[config.mk]
export PLATFORM = sky130hd
export DESIGN_NAME = xpc_host
export DESIGN_NICKNAME = d
export VERILOG_FILES = /design/src/verilog/xpc_pkg.sv /design/src/verilog/xpc_host.sv
export SDC_FILE = /design/constraint.sdc
export NUM_CORES = 1
export LEC_CHECK = 0
export ABC_AREA = 1
export BUFFER_PORTS_ARGS = -buffer_cell sky130_fd_sc_hd__buf_2
export CAP_MARGIN = 20
export CORE_AREA = 4 4 86 88
export DETAILED_ROUTE_END_ITERATION = 6
export DIE_AREA = 0 0 90 92
export SLEW_MARGIN = 25
export SYNTH_ARGS = -nofsm -noshare
export SYNTH_HDL_FRONTEND = slang
export SYNTH_SLANG_ARGS = --single-unit
[constraint.sdc]
create_clock -name clk -period 1.8 [get_ports clk]
set_clock_uncertainty 0.05 [all_clocks]
set_input_delay 0.09 -clock clk [delete_from_list [all_inputs] [get_ports clk]]
set_output_delay 0.09 -clock clk [all_outputs]
set_load 0.02 [all_outputs]
[src/verilog/xpc_pkg.sv]
// package of constants and types for the crosspoint control-port host
package xpc_pkg;
    // ------------------------------------------------------------
    // device geometry
    // ------------------------------------------------------------
    localparam int          ROWS          = 17;       // outputs, one row each
    localparam int          WORD_W        = 7;        // connection word width
    localparam int          SEL_W         = 5;        // output-select width
    localparam int          INPUT_W       = 6;        // input-number field width
    localparam int          OE_BIT        = 6;        // output_enable_bit position
    localparam logic [4:0]  BROADCAST_SEL = 5'h11;    // select value 10001
    localparam logic [5:0]  MAX_INPUT     = 6'h20;    // highest input number, 32

    // ------------------------------------------------------------
    // timing, 40 MHz clock
    // ------------------------------------------------------------
    localparam int CLK_NS     = 25;                   // clock period
    localparam int STROBE_NS  = 15;                   // least strobe width
    localparam int SETUP_NS   = 15;                   // data to strobe setup
    localparam int WHU_NS     = 10;                   // write high to update
    localparam int ACCESS_NS  = 30;                   // readback access time
    localparam int RESET_NS   = 15;                   // least reset pulse
    localparam int STROBE_CYC = (STROBE_NS + CLK_NS - 1) / CLK_NS;
    localparam int SETUP_CYC  = (SETUP_NS + CLK_NS - 1) / CLK_NS;
    localparam int WHU_CYC    = (WHU_NS + CLK_NS - 1) / CLK_NS;
    localparam int ACCESS_CYC = (ACCESS_NS + CLK_NS - 1) / CLK_NS + 1;
    localparam int RESET_CYC  = (RESET_NS + CLK_NS - 1) / CLK_NS;

    // ------------------------------------------------------------
    // user-side commands
    // ------------------------------------------------------------
    typedef enum logic [1:0] {
        XPC_CMD_WRITE    = 2'h0,                      // load one first-rank row, or all rows on broadcast
        XPC_CMD_TRANSFER = 2'h1,                      // copy first rank to second
        XPC_CMD_READ     = 2'h2,                      // read back one second-rank row
        XPC_CMD_DISABLE  = 2'h3                       // pulse global output disable
    } xpc_cmd_t;

    // connection word layout
    typedef struct packed {
        logic        output_enable_bit;               // pair enabled when high
        logic [5:0]  input_num;                       // chosen input, msb first
    } xpc_word_t;

    // a user request
    typedef struct packed {
        xpc_cmd_t    cmd;                             // what to do
        logic [4:0]  sel;                             // output row or broadcast
        xpc_word_t   word;                            // write data
    } xpc_req_t;

    // port state machine, gray along write path
    typedef enum logic [2:0] {
        XPC_IDLE   = 3'b000,                          // nothing driven active
        XPC_SETUP  = 3'b001,                          // select and data settle
        XPC_STROBE = 3'b011,                          // strobe low
        XPC_RECOV  = 3'b010,                          // strobe high again
        XPC_DONE   = 3'b110                           // answer to user
    } xpc_state_t;
endpackage : xpc_pkg

[src/verilog/xpc_host.sv]
// host controller that drives the crosspoint switch parallel control pins
module xpc_host (
    input  wire logic              clk,           // 40 MHz clock
    input  wire logic              rst,           // async reset, active high
    input  wire logic              req_valid,     // user request present
    input  wire xpc_pkg::xpc_req_t req,           // user request
    output logic                   req_ready,     // idle after the power-up disable
    output logic                   rsp_valid,     // one-cycle done pulse
    output xpc_pkg::xpc_word_t     rsp_word,      // readback word
    output logic                   init_done,     // all rows written once
    output logic                   xp_reset_n,    // global output disable
    output logic                   xp_cs_n,       // chip select
    output logic                   xp_we_n,       // first-rank write strobe
    output logic                   xp_update_n,   // transfer strobe
    output logic                   readback_enable_n, // readback enable
    output logic [4:0]             xp_sel,        // output select
    output logic [6:0]             xp_d_o,        // data to device
    output logic                   xp_d_oe,       // high while host drives data
    input  wire logic [6:0]        xp_d_i         // data from device
);
    // ------------------------------------------------------------
    // state and registers
    // ------------------------------------------------------------
    xpc_pkg::xpc_state_t state_ff;                // port sequencer state
    xpc_pkg::xpc_state_t nxt_state;               // next state
    xpc_pkg::xpc_cmd_t   cmd_ff;                  // command being run
    logic [3:0]          cnt_ff;                  // phase cycle counter
    logic [3:0]          nxt_cnt;                 // next counter
    logic [16:0]         written_ff;              // rows written since reset
    logic                pwr_ff;                  // power-up disable done
    logic                init_done_ff;            // registered all-rows flag
    logic                req_ready_ff;            // registered ready
    logic                rsp_valid_ff;            // registered done
    xpc_pkg::xpc_word_t  rsp_word_ff;             // captured readback
    logic                rst_n_ff;                // reset pin
    logic                cs_n_ff;                 // chip select pin
    logic                we_n_ff;                 // write pin
    logic                upd_n_ff;                // transfer pin
    logic                re_n_ff;                 // readback pin
    logic [4:0]          sel_ff;                  // select pins
    logic [6:0]          d_ff;                    // data pins
    logic                d_oe_ff;                 // data drive enable

    // ------------------------------------------------------------
    // decode
    // ------------------------------------------------------------
    wire logic       idle       = (state_ff == xpc_pkg::XPC_IDLE);
    wire logic       pwr_pend   = !pwr_ff;                           // power-up disable pending
    // a transfer before every row has been written is held back
    wire logic       xfer_block = (req.cmd == xpc_pkg::XPC_CMD_TRANSFER) && !(&written_ff);
    // input numbers above 32 are reserved and refused at the user side
    wire logic       bad_input  = (req.cmd == xpc_pkg::XPC_CMD_WRITE) &&
                                  (req.word.input_num > xpc_pkg::MAX_INPUT);
    wire logic       bad_sel    = (req.cmd != xpc_pkg::XPC_CMD_TRANSFER) &&
                                  (req.cmd != xpc_pkg::XPC_CMD_DISABLE) &&
                                  (req.sel >= 5'(xpc_pkg::ROWS)) &&
                                  !((req.cmd == xpc_pkg::XPC_CMD_WRITE) &&
                                    (req.sel == xpc_pkg::BROADCAST_SEL));
    wire logic       take       = idle && !pwr_pend && req_valid && !xfer_block && !bad_input && !bad_sel;
    wire logic       is_read    = (cmd_ff == xpc_pkg::XPC_CMD_READ);
    wire logic       is_xfer    = (cmd_ff == xpc_pkg::XPC_CMD_TRANSFER);
    wire logic       is_dis     = (cmd_ff == xpc_pkg::XPC_CMD_DISABLE);
    // strobe phase length: readback waits out the access time
    wire logic [3:0] strobe_len = is_read ? 4'(xpc_pkg::ACCESS_CYC) :
                                  is_dis  ? 4'(xpc_pkg::RESET_CYC)  : 4'(xpc_pkg::STROBE_CYC);
    wire logic [3:0] setup_len  = 4'(xpc_pkg::SETUP_CYC);
    wire logic [3:0] recov_len  = 4'(xpc_pkg::WHU_CYC);
    wire logic       cnt_end    = (cnt_ff == 4'h1);
    wire logic [16:0] row_mask  = (sel_ff == xpc_pkg::BROADCAST_SEL) ? 17'h1ffff : (17'h1 << sel_ff);

    // ------------------------------------------------------------
    // sequencer next state
    // ------------------------------------------------------------
    always_comb begin
        nxt_state = state_ff;
        nxt_cnt   = cnt_ff;
        case (state_ff)
            xpc_pkg::XPC_IDLE: begin
                if (pwr_pend || take) begin
                    nxt_state = xpc_pkg::XPC_SETUP;
                    nxt_cnt   = setup_len;
                end
            end
            xpc_pkg::XPC_SETUP: begin
                if (cnt_end) begin
                    nxt_state = xpc_pkg::XPC_STROBE;
                    nxt_cnt   = strobe_len;
                end else begin
                    nxt_cnt = cnt_ff - 4'h1;
                end
            end
            xpc_pkg::XPC_STROBE: begin
                if (cnt_end) begin
                    nxt_state = xpc_pkg::XPC_RECOV;
                    nxt_cnt   = recov_len;
                end else begin
                    nxt_cnt = cnt_ff - 4'h1;
                end
            end
            xpc_pkg::XPC_RECOV: begin
                if (cnt_end) begin
                    nxt_state = xpc_pkg::XPC_DONE;
                end else begin
                    nxt_cnt = cnt_ff - 4'h1;
                end
            end
            xpc_pkg::XPC_DONE: begin
                nxt_state = xpc_pkg::XPC_IDLE;
            end
            default: begin
                nxt_state = xpc_pkg::XPC_IDLE;
            end
        endcase
    end

    // ------------------------------------------------------------
    // sequencer registers
    // ------------------------------------------------------------
    always_ff @(posedge clk or posedge rst) begin
        if (rst) begin
            state_ff <= xpc_pkg::XPC_IDLE;
            cnt_ff   <= 4'h0;
        end else begin
            state_ff <= nxt_state;
            cnt_ff   <= nxt_cnt;
        end
    end

    // ------------------------------------------------------------
    // command capture; first job after reset is the disable pulse
    // ------------------------------------------------------------
    always_ff @(posedge clk or posedge rst) begin
        if (rst) begin
            cmd_ff <= xpc_pkg::XPC_CMD_DISABLE;
        end else if (idle && pwr_pend) begin
            cmd_ff <= xpc_pkg::XPC_CMD_DISABLE;
        end else if (take) begin
            cmd_ff <= req.cmd;
        end
    end

    // ------------------------------------------------------------
    // power-up and row bookkeeping
    // ------------------------------------------------------------
    always_ff @(posedge clk or posedge rst) begin
        if (rst) begin
            pwr_ff     <= 1'b0;
            written_ff <= 17'h0;
        end else if (state_ff == xpc_pkg::XPC_DONE) begin
            if (is_dis) begin
                pwr_ff <= 1'b1;
            end
            if (cmd_ff == xpc_pkg::XPC_CMD_WRITE) begin
                written_ff <= written_ff | row_mask;
            end
        end
    end

    // ------------------------------------------------------------
    // all-rows flag, registered so the output comes from a flop
    // ------------------------------------------------------------
    always_ff @(posedge clk or posedge rst) begin
        if (rst) begin
            init_done_ff <= 1'b0;
        end else begin
            init_done_ff <= &written_ff;
        end
    end

    // ------------------------------------------------------------
    // pin select and data, held through the whole cycle
    // ------------------------------------------------------------
    always_ff @(posedge clk or posedge rst) begin
        if (rst) begin
            sel_ff  <= 5'h0;
            d_ff    <= 7'h0;
            d_oe_ff <= 1'b0;
        end else if (take) begin
            sel_ff  <= req.sel;
            d_ff    <= req.word;
            d_oe_ff <= (req.cmd == xpc_pkg::XPC_CMD_WRITE);
        end else if (state_ff == xpc_pkg::XPC_DONE) begin
            d_oe_ff <= 1'b0;
        end
    end

    // ------------------------------------------------------------
    // strobes: each held low only in strobe phase, chip select low through the whole access
    // ------------------------------------------------------------
    wire logic active  = (state_ff != xpc_pkg::XPC_IDLE) && (state_ff != xpc_pkg::XPC_DONE) && !is_dis;
    wire logic strobe  = (nxt_state == xpc_pkg::XPC_STROBE);
    always_ff @(posedge clk or posedge rst) begin
        if (rst) begin
            rst_n_ff <= 1'b1;
            cs_n_ff  <= 1'b1;
            we_n_ff  <= 1'b1;
            upd_n_ff <= 1'b1;
            re_n_ff  <= 1'b1;
        end else begin
            rst_n_ff <= !(strobe && is_dis);
            cs_n_ff  <= !(active || (take && req.cmd != xpc_pkg::XPC_CMD_DISABLE));
            we_n_ff  <= !(strobe && cmd_ff == xpc_pkg::XPC_CMD_WRITE);
            upd_n_ff <= !(strobe && is_xfer);
            re_n_ff  <= !(strobe && is_read);
        end
    end

    // ------------------------------------------------------------
    // handshake and readback capture at end of access time
    // ------------------------------------------------------------
    always_ff @(posedge clk or posedge rst) begin
        if (rst) begin
            req_ready_ff <= 1'b0;
            rsp_valid_ff <= 1'b0;
            rsp_word_ff  <= '0;
        end else begin
            req_ready_ff <= (nxt_state == xpc_pkg::XPC_IDLE) && pwr_ff;
            rsp_valid_ff <= (state_ff == xpc_pkg::XPC_DONE) && !is_dis;
            if (state_ff == xpc_pkg::XPC_STROBE && cnt_end && is_read) begin
                rsp_word_ff <= xp_d_i;
            end
        end
    end

    // ------------------------------------------------------------
    // outputs
    // ------------------------------------------------------------
    assign req_ready         = req_ready_ff;
    assign rsp_valid         = rsp_valid_ff;
    assign rsp_word          = rsp_word_ff;
    assign init_done         = init_done_ff;
    assign xp_reset_n        = rst_n_ff;
    assign xp_cs_n           = cs_n_ff;
    assign xp_we_n           = we_n_ff;
    assign xp_update_n       = upd_n_ff;
    assign readback_enable_n = re_n_ff;
    assign xp_sel            = sel_ff;
    assign xp_d_o            = d_ff;
    assign xp_d_oe           = d_oe_ff;
endmodule : xpc_host

Yosys cells after proc, flatten, opt, wreduce, memory -nomap -nowiden:

Index checks and enable logic that the tools add are counted.

* output and inout port bits: 28
* word-level logic and storage cells: 105
* register bits: 55
* bits of input ports: 24

* reductions and logical operators: 49
* add/sub/neg operators: 1
* shifts and indexed selects: 1
* mux-type cells: 16
* equality and inequality tests: 17
* magnitude comparators: 2
* bitwise gates (word level): 1

Operators by type and width (count)
* 1-bit logical AND: 23
* 17-bit 2-to-1 mux: 1
* 17-bit bitwise OR: 1
* 17-bit AND reduction: 1
* 1-bit by 5-bit left shift with 17-bit output (first input constant): 1
* 4-bit 2-to-1 mux: 4
* 4-bit one-hot mux with 4 select lines: 1
* 1-bit logical NOT: 12
* 3-bit 2-to-1 mux: 4
* 3-bit one-hot mux with 4 select lines: 1
* 5-bit equality test (second input constant): 2
* 3-bit by 2-bit equality test with 1-bit output (second input constant): 3
* 6-bit > comparator (second input constant): 1
* 3-bit logical NOT: 2
* 2-bit 2-to-1 mux: 3
* 5-bit >= comparator (second input constant): 1
* 2-bit by 1-bit equality test with 1-bit output (second input constant): 2
* 2-bit equality test (second input constant): 2
* 4-bit by 1-bit equality test with 1-bit output (second input constant): 1
* 2-bit logical NOT: 2
* 2-bit by 1-bit inequality test with 1-bit output (second input constant): 2
* 2-bit inequality test (second input constant): 2
* 2-bit AND reduction: 2
* 2-bit nonzero test: 2
* other kinds (9): 11

Logic depth before layout (Yosys ltp):

* word-level depth: 13
* depth in mapped cells: 12
* gate-level depth less buffers: 11

Worst setup path before layout:

OpenSTA, ideal clock, no wires.

* path type: reg2reg
* from: reg sel_ff[2], in the netlist xp_sel[2]
* to: reg written_ff[0]
* buffers on the path: 1
* cell stages (with the launch flop): 8
* period minus slack after synthesis: 1.493 ns
* data required time: 1.630 ns
* data arrival time: 1.323 ns
* slack: 0.307 ns
* setup time: 0.120 ns
* cells stage by stage: dfrtp_1 inv_1 nand2_1 nor2_1 nand2_1 buf_2 o21ai_0 a31o_2

* cells in the longest elaborated chain, start to end: 3
* elaborated cells between the ends (all ways): 4
* classes of those cells: 1 x eq/ne; 1 x shift; 1 x mux; 1 x bitwise

Ends and longest elaborated chain
* from (decl): line xpc_host.sv:40 `logic [4:0] sel_ff;`
* from (signal assigned): line xpc_host.sv:179 `sel_ff <= req.sel;`
* 5-bit equality test or 1-bit by 5-bit left shift with 17-bit output (tied branches): line xpc_host.sv:69 `wire logic [16:0] row_mask = (sel_ff == xpc_pkg::BROADCAST_SEL) ? 17'h1ffff : (17'h1 << sel_ff);`
* 17-bit 2-to-1 mux (*): line xpc_host.sv:69
* 17-bit bitwise OR (*): line xpc_host.sv:154 `written_ff <= written_ff | row_mask;`
* to (signal assigned): line xpc_host.sv:154
* to (decl): line xpc_host.sv:29 `logic [16:0] written_ff;`

Every way passes the cells marked *; elsewhere a longest branch is shown, timed or not.
A chain may end at the register's enable or synchronous reset.

Worst setup path after layout:

* from: reg cmd_ff[1]
* to: reg rsp_word_ff, in the netlist rsp_word[5]

* cells in the longest elaborated chain, start to end: 2

Ends and longest elaborated chain
* from (decl): line xpc_host.sv:26 `xpc_pkg::xpc_cmd_t cmd_ff;`
* from (signal assigned): line xpc_host.sv:134 `cmd_ff <= xpc_pkg::XPC_CMD_DISABLE;`
* from (signal assigned): line xpc_host.sv:136 `cmd_ff <= xpc_pkg::XPC_CMD_DISABLE;`
* from (signal assigned): line xpc_host.sv:138 `cmd_ff <= req.cmd;`
* 2-bit equality test: line xpc_host.sv:60 `wire logic is_read = (cmd_ff == xpc_pkg::XPC_CMD_READ);`
* 1-bit logical AND: line xpc_host.sv:219 `if (state_ff == xpc_pkg::XPC_STROBE && cnt_end && is_read) begin`
* to (signal assigned): line xpc_host.sv:220 `rsp_word_ff <= xp_d_i;`
* to (decl): line xpc_host.sv:34 `xpc_pkg::xpc_word_t rsp_word_ff;`

No other way between the ends.

==> metrics.md <==
| Metric | Value |
|---|---|
| R2R setup slack | 0.17 ns |
| Most frequent cells in the layout | nand2_1 (61), buf_2 (51), dfrtp_1 (47), inv_1 (25), nor2_1 (25) |
| Placed Cells | 408 |
| Slew margin rel. | 0.569 |
| FF+latch count, synth | 55 |
| Crit-path max cell delay | 0.56 ns |
| Adder-cell share of the synthesized area | 0.00977 |
| Total track usage | 0.150 |
| Initial Util | 0.385 |
| CTS Sinks | 55 |
| Worst Setup End Kind | flip-flop |
| Synth Area in XOR/XNOR | 0.00684 |
| Die Height | 92 um |
| DRT Pass-1 Iters | 4 |
| Sequential-to-total area share from yosys stat | 0.541 |
| 1st-iter DRT viols | 98 |
| DRC viols | 0 |
| Die X | 90 um |
| CTS tree | yes |
| Final slew viol count | 0 |
| Final Cycle Share | 0.907 |
| Post-DRT Antenna Nets | 0 |
| Area occupied by multi-input gates | 1030 sq um |
| Simple-Gate Fraction of Synth Area | 0.219 |
| Flip-flop and latch area | 1390 sq um |
| H-tree depth reported by CTS | 2 |
| Compound-cell area share of the yosys netlist | 0.130 |
| RD Place Congestion | 0.802 |
| Outcome | complete, no violations |
| # Max-Cap Violations | 0 |
| Via density | 4.85 |
| CP max-delay cell | dfstp_2 |
| Post-DP HPWL | 4.22 mm |
| CP Data Required Time | 1.95 ns |
| Mean Syn Cell Area | 9.38 sq um |
| Initial antenna violation count | 0 |
| Nets | 383 |
| Commonest non-fill, non-tap cell in the layout | nand2_1 |
| Post-synthesis net count | 299 |
| Peak VDD IR | 0.000585 V |
| Mux cell area share after synthesis | 0.0308 |
| Cell row count | 30 |
| Port Buffers | 51 |
| Via count of the first global-routing pass | 2167 |
| Final Setup Violations | 0 |
| Cell variety after synth | 36 |
| Worst r2r src | cmd_ff[1] |
| Crit path DAT | 1.78 ns |
| Crit path kind | reg -> reg |
| Critical Path, Cell by Cell | inv_1, nor2_1, nand4_2, mux2_2 |
| Top cells by area, synth | dfrtp_1 (47%), nand2_1 (9.1%), dfstp_2 (7.2%), a31o_2 (4.8%), inv_1 (4.1%) |
| Die ar. | 8280 sq um |
| Core area | 6640 sq um |
| Wire per inst | 13.1 um |
| Area growth, synth to finish | 28.2% |
| Post-CTS Setup Inserts | 0 |
| Syn Inst Count | 273 |
| Antenna cells | 0 |
| Clk buf depth | 2 |
| # IOs | 52 |
| Leak | 1.64 nW |
| Layout cell share with drive strength beyond 1 | 0.330 |
| Final Hold Vio Count | 0 |
| RSZ-0062 raised after global routing | false |
| Biggest area consumer among synthesized cells | dfrtp_1 |
| Via total after detailed routing | 2123 |
| CTS buffer count | 5 |
| Power per cell area | 1550 nW/um^2 |
| Root Buffer | clkbuf_8 |
| Fillers | 637 |
| Least-Margin Pin Slew | 0.645 ns |
| Worst r2r path cells | 4 |
| Post-Syn Area | 2560 sq um |
| Warnings, synthesis | 0 |
| Hold crit path type | in -> async |
| Crit start category | flip-flop |
| Reg clk slew, reported paths | 0.09 ns |
| Maximum clock frequency | 613 MHz |
| Drt total wl | 5.75 mm |
| Final Critical Period | 1.63 ns |
| FF-to-FF End | rsp_word[5] |
| Post-synth top area share | 0.469 |
| Largest family of logic cells by synthesized area | simple AND/OR/NAND/NOR gates |
| Non-filler instance count after layout | 438 |
| GRT Residual Overflow | 0 |
| Setup TNS Final | 0 ns |
| Largest net degree at the start of global routing | 21 |
| CP max FO | 7 |
| First-pass GRT wire length | 10.3 mm |
| Clock latency on the worst-skew pair | 0.31 ns |
==> per-layer routing <==
metal  GRT usage  vias up  wire (um)
met4      0.0523        0         84
met1       0.196     1013       2600
met5           0        -          0
li1            -     1063          -
met2       0.249       40       2830
met3      0.0295        7        235
==> critical path: cells and delay by family, from the launching register on <==
kind                   cells  cell delay, ns
flip-flops                 1            0.56
AND/OR/NAND/NOR            2            0.50
multiplexers               1            0.34
buffers and inverters      1            0.07
==> what timing repair did <==
action                                  in CTS  in global routing
hold buffers                                22                  0
endpoints found under the hold margin       34                  0
endpoints found under the setup margin       0                  9
gates resized for setup                      0                  6
==> report_power, final <==
group	switching [W]	internal, W	total [W]
sequential	0.000315	0.00171	0.00202
clock	0.000397	0.000273	0.000670
combinational	0.00151	0.000887	0.00240
total	0.00223	0.00287	0.00510
==> worst max path at each step <==
stage                     slack (ns)              to  cells past startpoint      start
after floorplan                 0.31   written_ff[0]                      7  xp_sel[2]
after global placement          0.12  written_ff[16]                      4  cmd_ff[0]
after detailed placement        0.04  written_ff[16]                      4  cmd_ff[0]
after CTS                       0.02  written_ff[16]                      4  cmd_ff[0]
after global routing            0.05       cnt_ff[3]                      7  cnt_ff[0]
final                           0.17     rsp_word[5]                      4  cmd_ff[1]
==> sequential cells by signal, summed over array words and instances (netlist names) <==
signal             count
xp_d_o                 7
init_done              1
xp_sel                 5
xp_cs_n                1
xp_we_n                1
cnt_ff                 4
readback_enable_n      1
pwr_ff                 1
cmd_ff                 2
rsp_valid              1
req_ready              1
state_ff               3
rsp_word               7
written_ff            17
xp_update_n            1
xp_reset_n             1
xp_d_oe                1
==> cell usage after synthesis, drive strengths merged <==
master and instances:
o21bai 2, dfrtp 48, buf 5, o22ai 1, nor2 31, clkbuf 1, a31oi 1, a21o 1
a21oi 3, a31o 15, nor3 2, nand2 65, xnor2 2, dfstp 7, ha 2, nand4 4
nand3b 1, nand3 18, o211ai 1, o21ai 26, mux2 7, nor4 1, inv 29
==> area by class of cell <==
class	instances	area share
well taps	80	0.0305
inverters	29	0.0331
multi-input cells	183	0.313
flip-flops and latches	55	0.422
repair buffers	83	0.175
clock buffers	6	0.0221
clock inverters	2	0.00381
==> per-stage QoR <==
| step | setup slack [ns] | util | power (W) | instance area (sq um) | hold slack [ns] |
|---|---|---|---|---|---|
| 5_1_grt | 0.0544 | 0.494 | 0.00555 | 3280 | 0.306 |
| 6_report | 0.168 | 0.494 | 0.00510 | 3280 | 0.261 |
| 2_1_floorplan | 0.307 | - | 0.00370 | 2560 | 0.150 |
| 3_5_place_dp | 0.0418 | 0.446 | 0.00440 | 2970 | 0.0603 |
| 3_3_place_gp | 0.116 | 0.446 | 0.00436 | 2970 | 0.0579 |
| 4_1_cts | 0.0186 | 0.492 | 0.00512 | 3270 | 0.270 |
==> kinds of logic after synthesis <==
family / Yosys count
XOR/XNOR: 2
multiplexers: 7
flip-flops: 55
AND/OR/NAND/NOR: 122
AO/OA/AOI/OAI: 50
adder cells (fa/ha/maj): 2
buffers and inverters: 35
(Power assumes the default switching activity.)
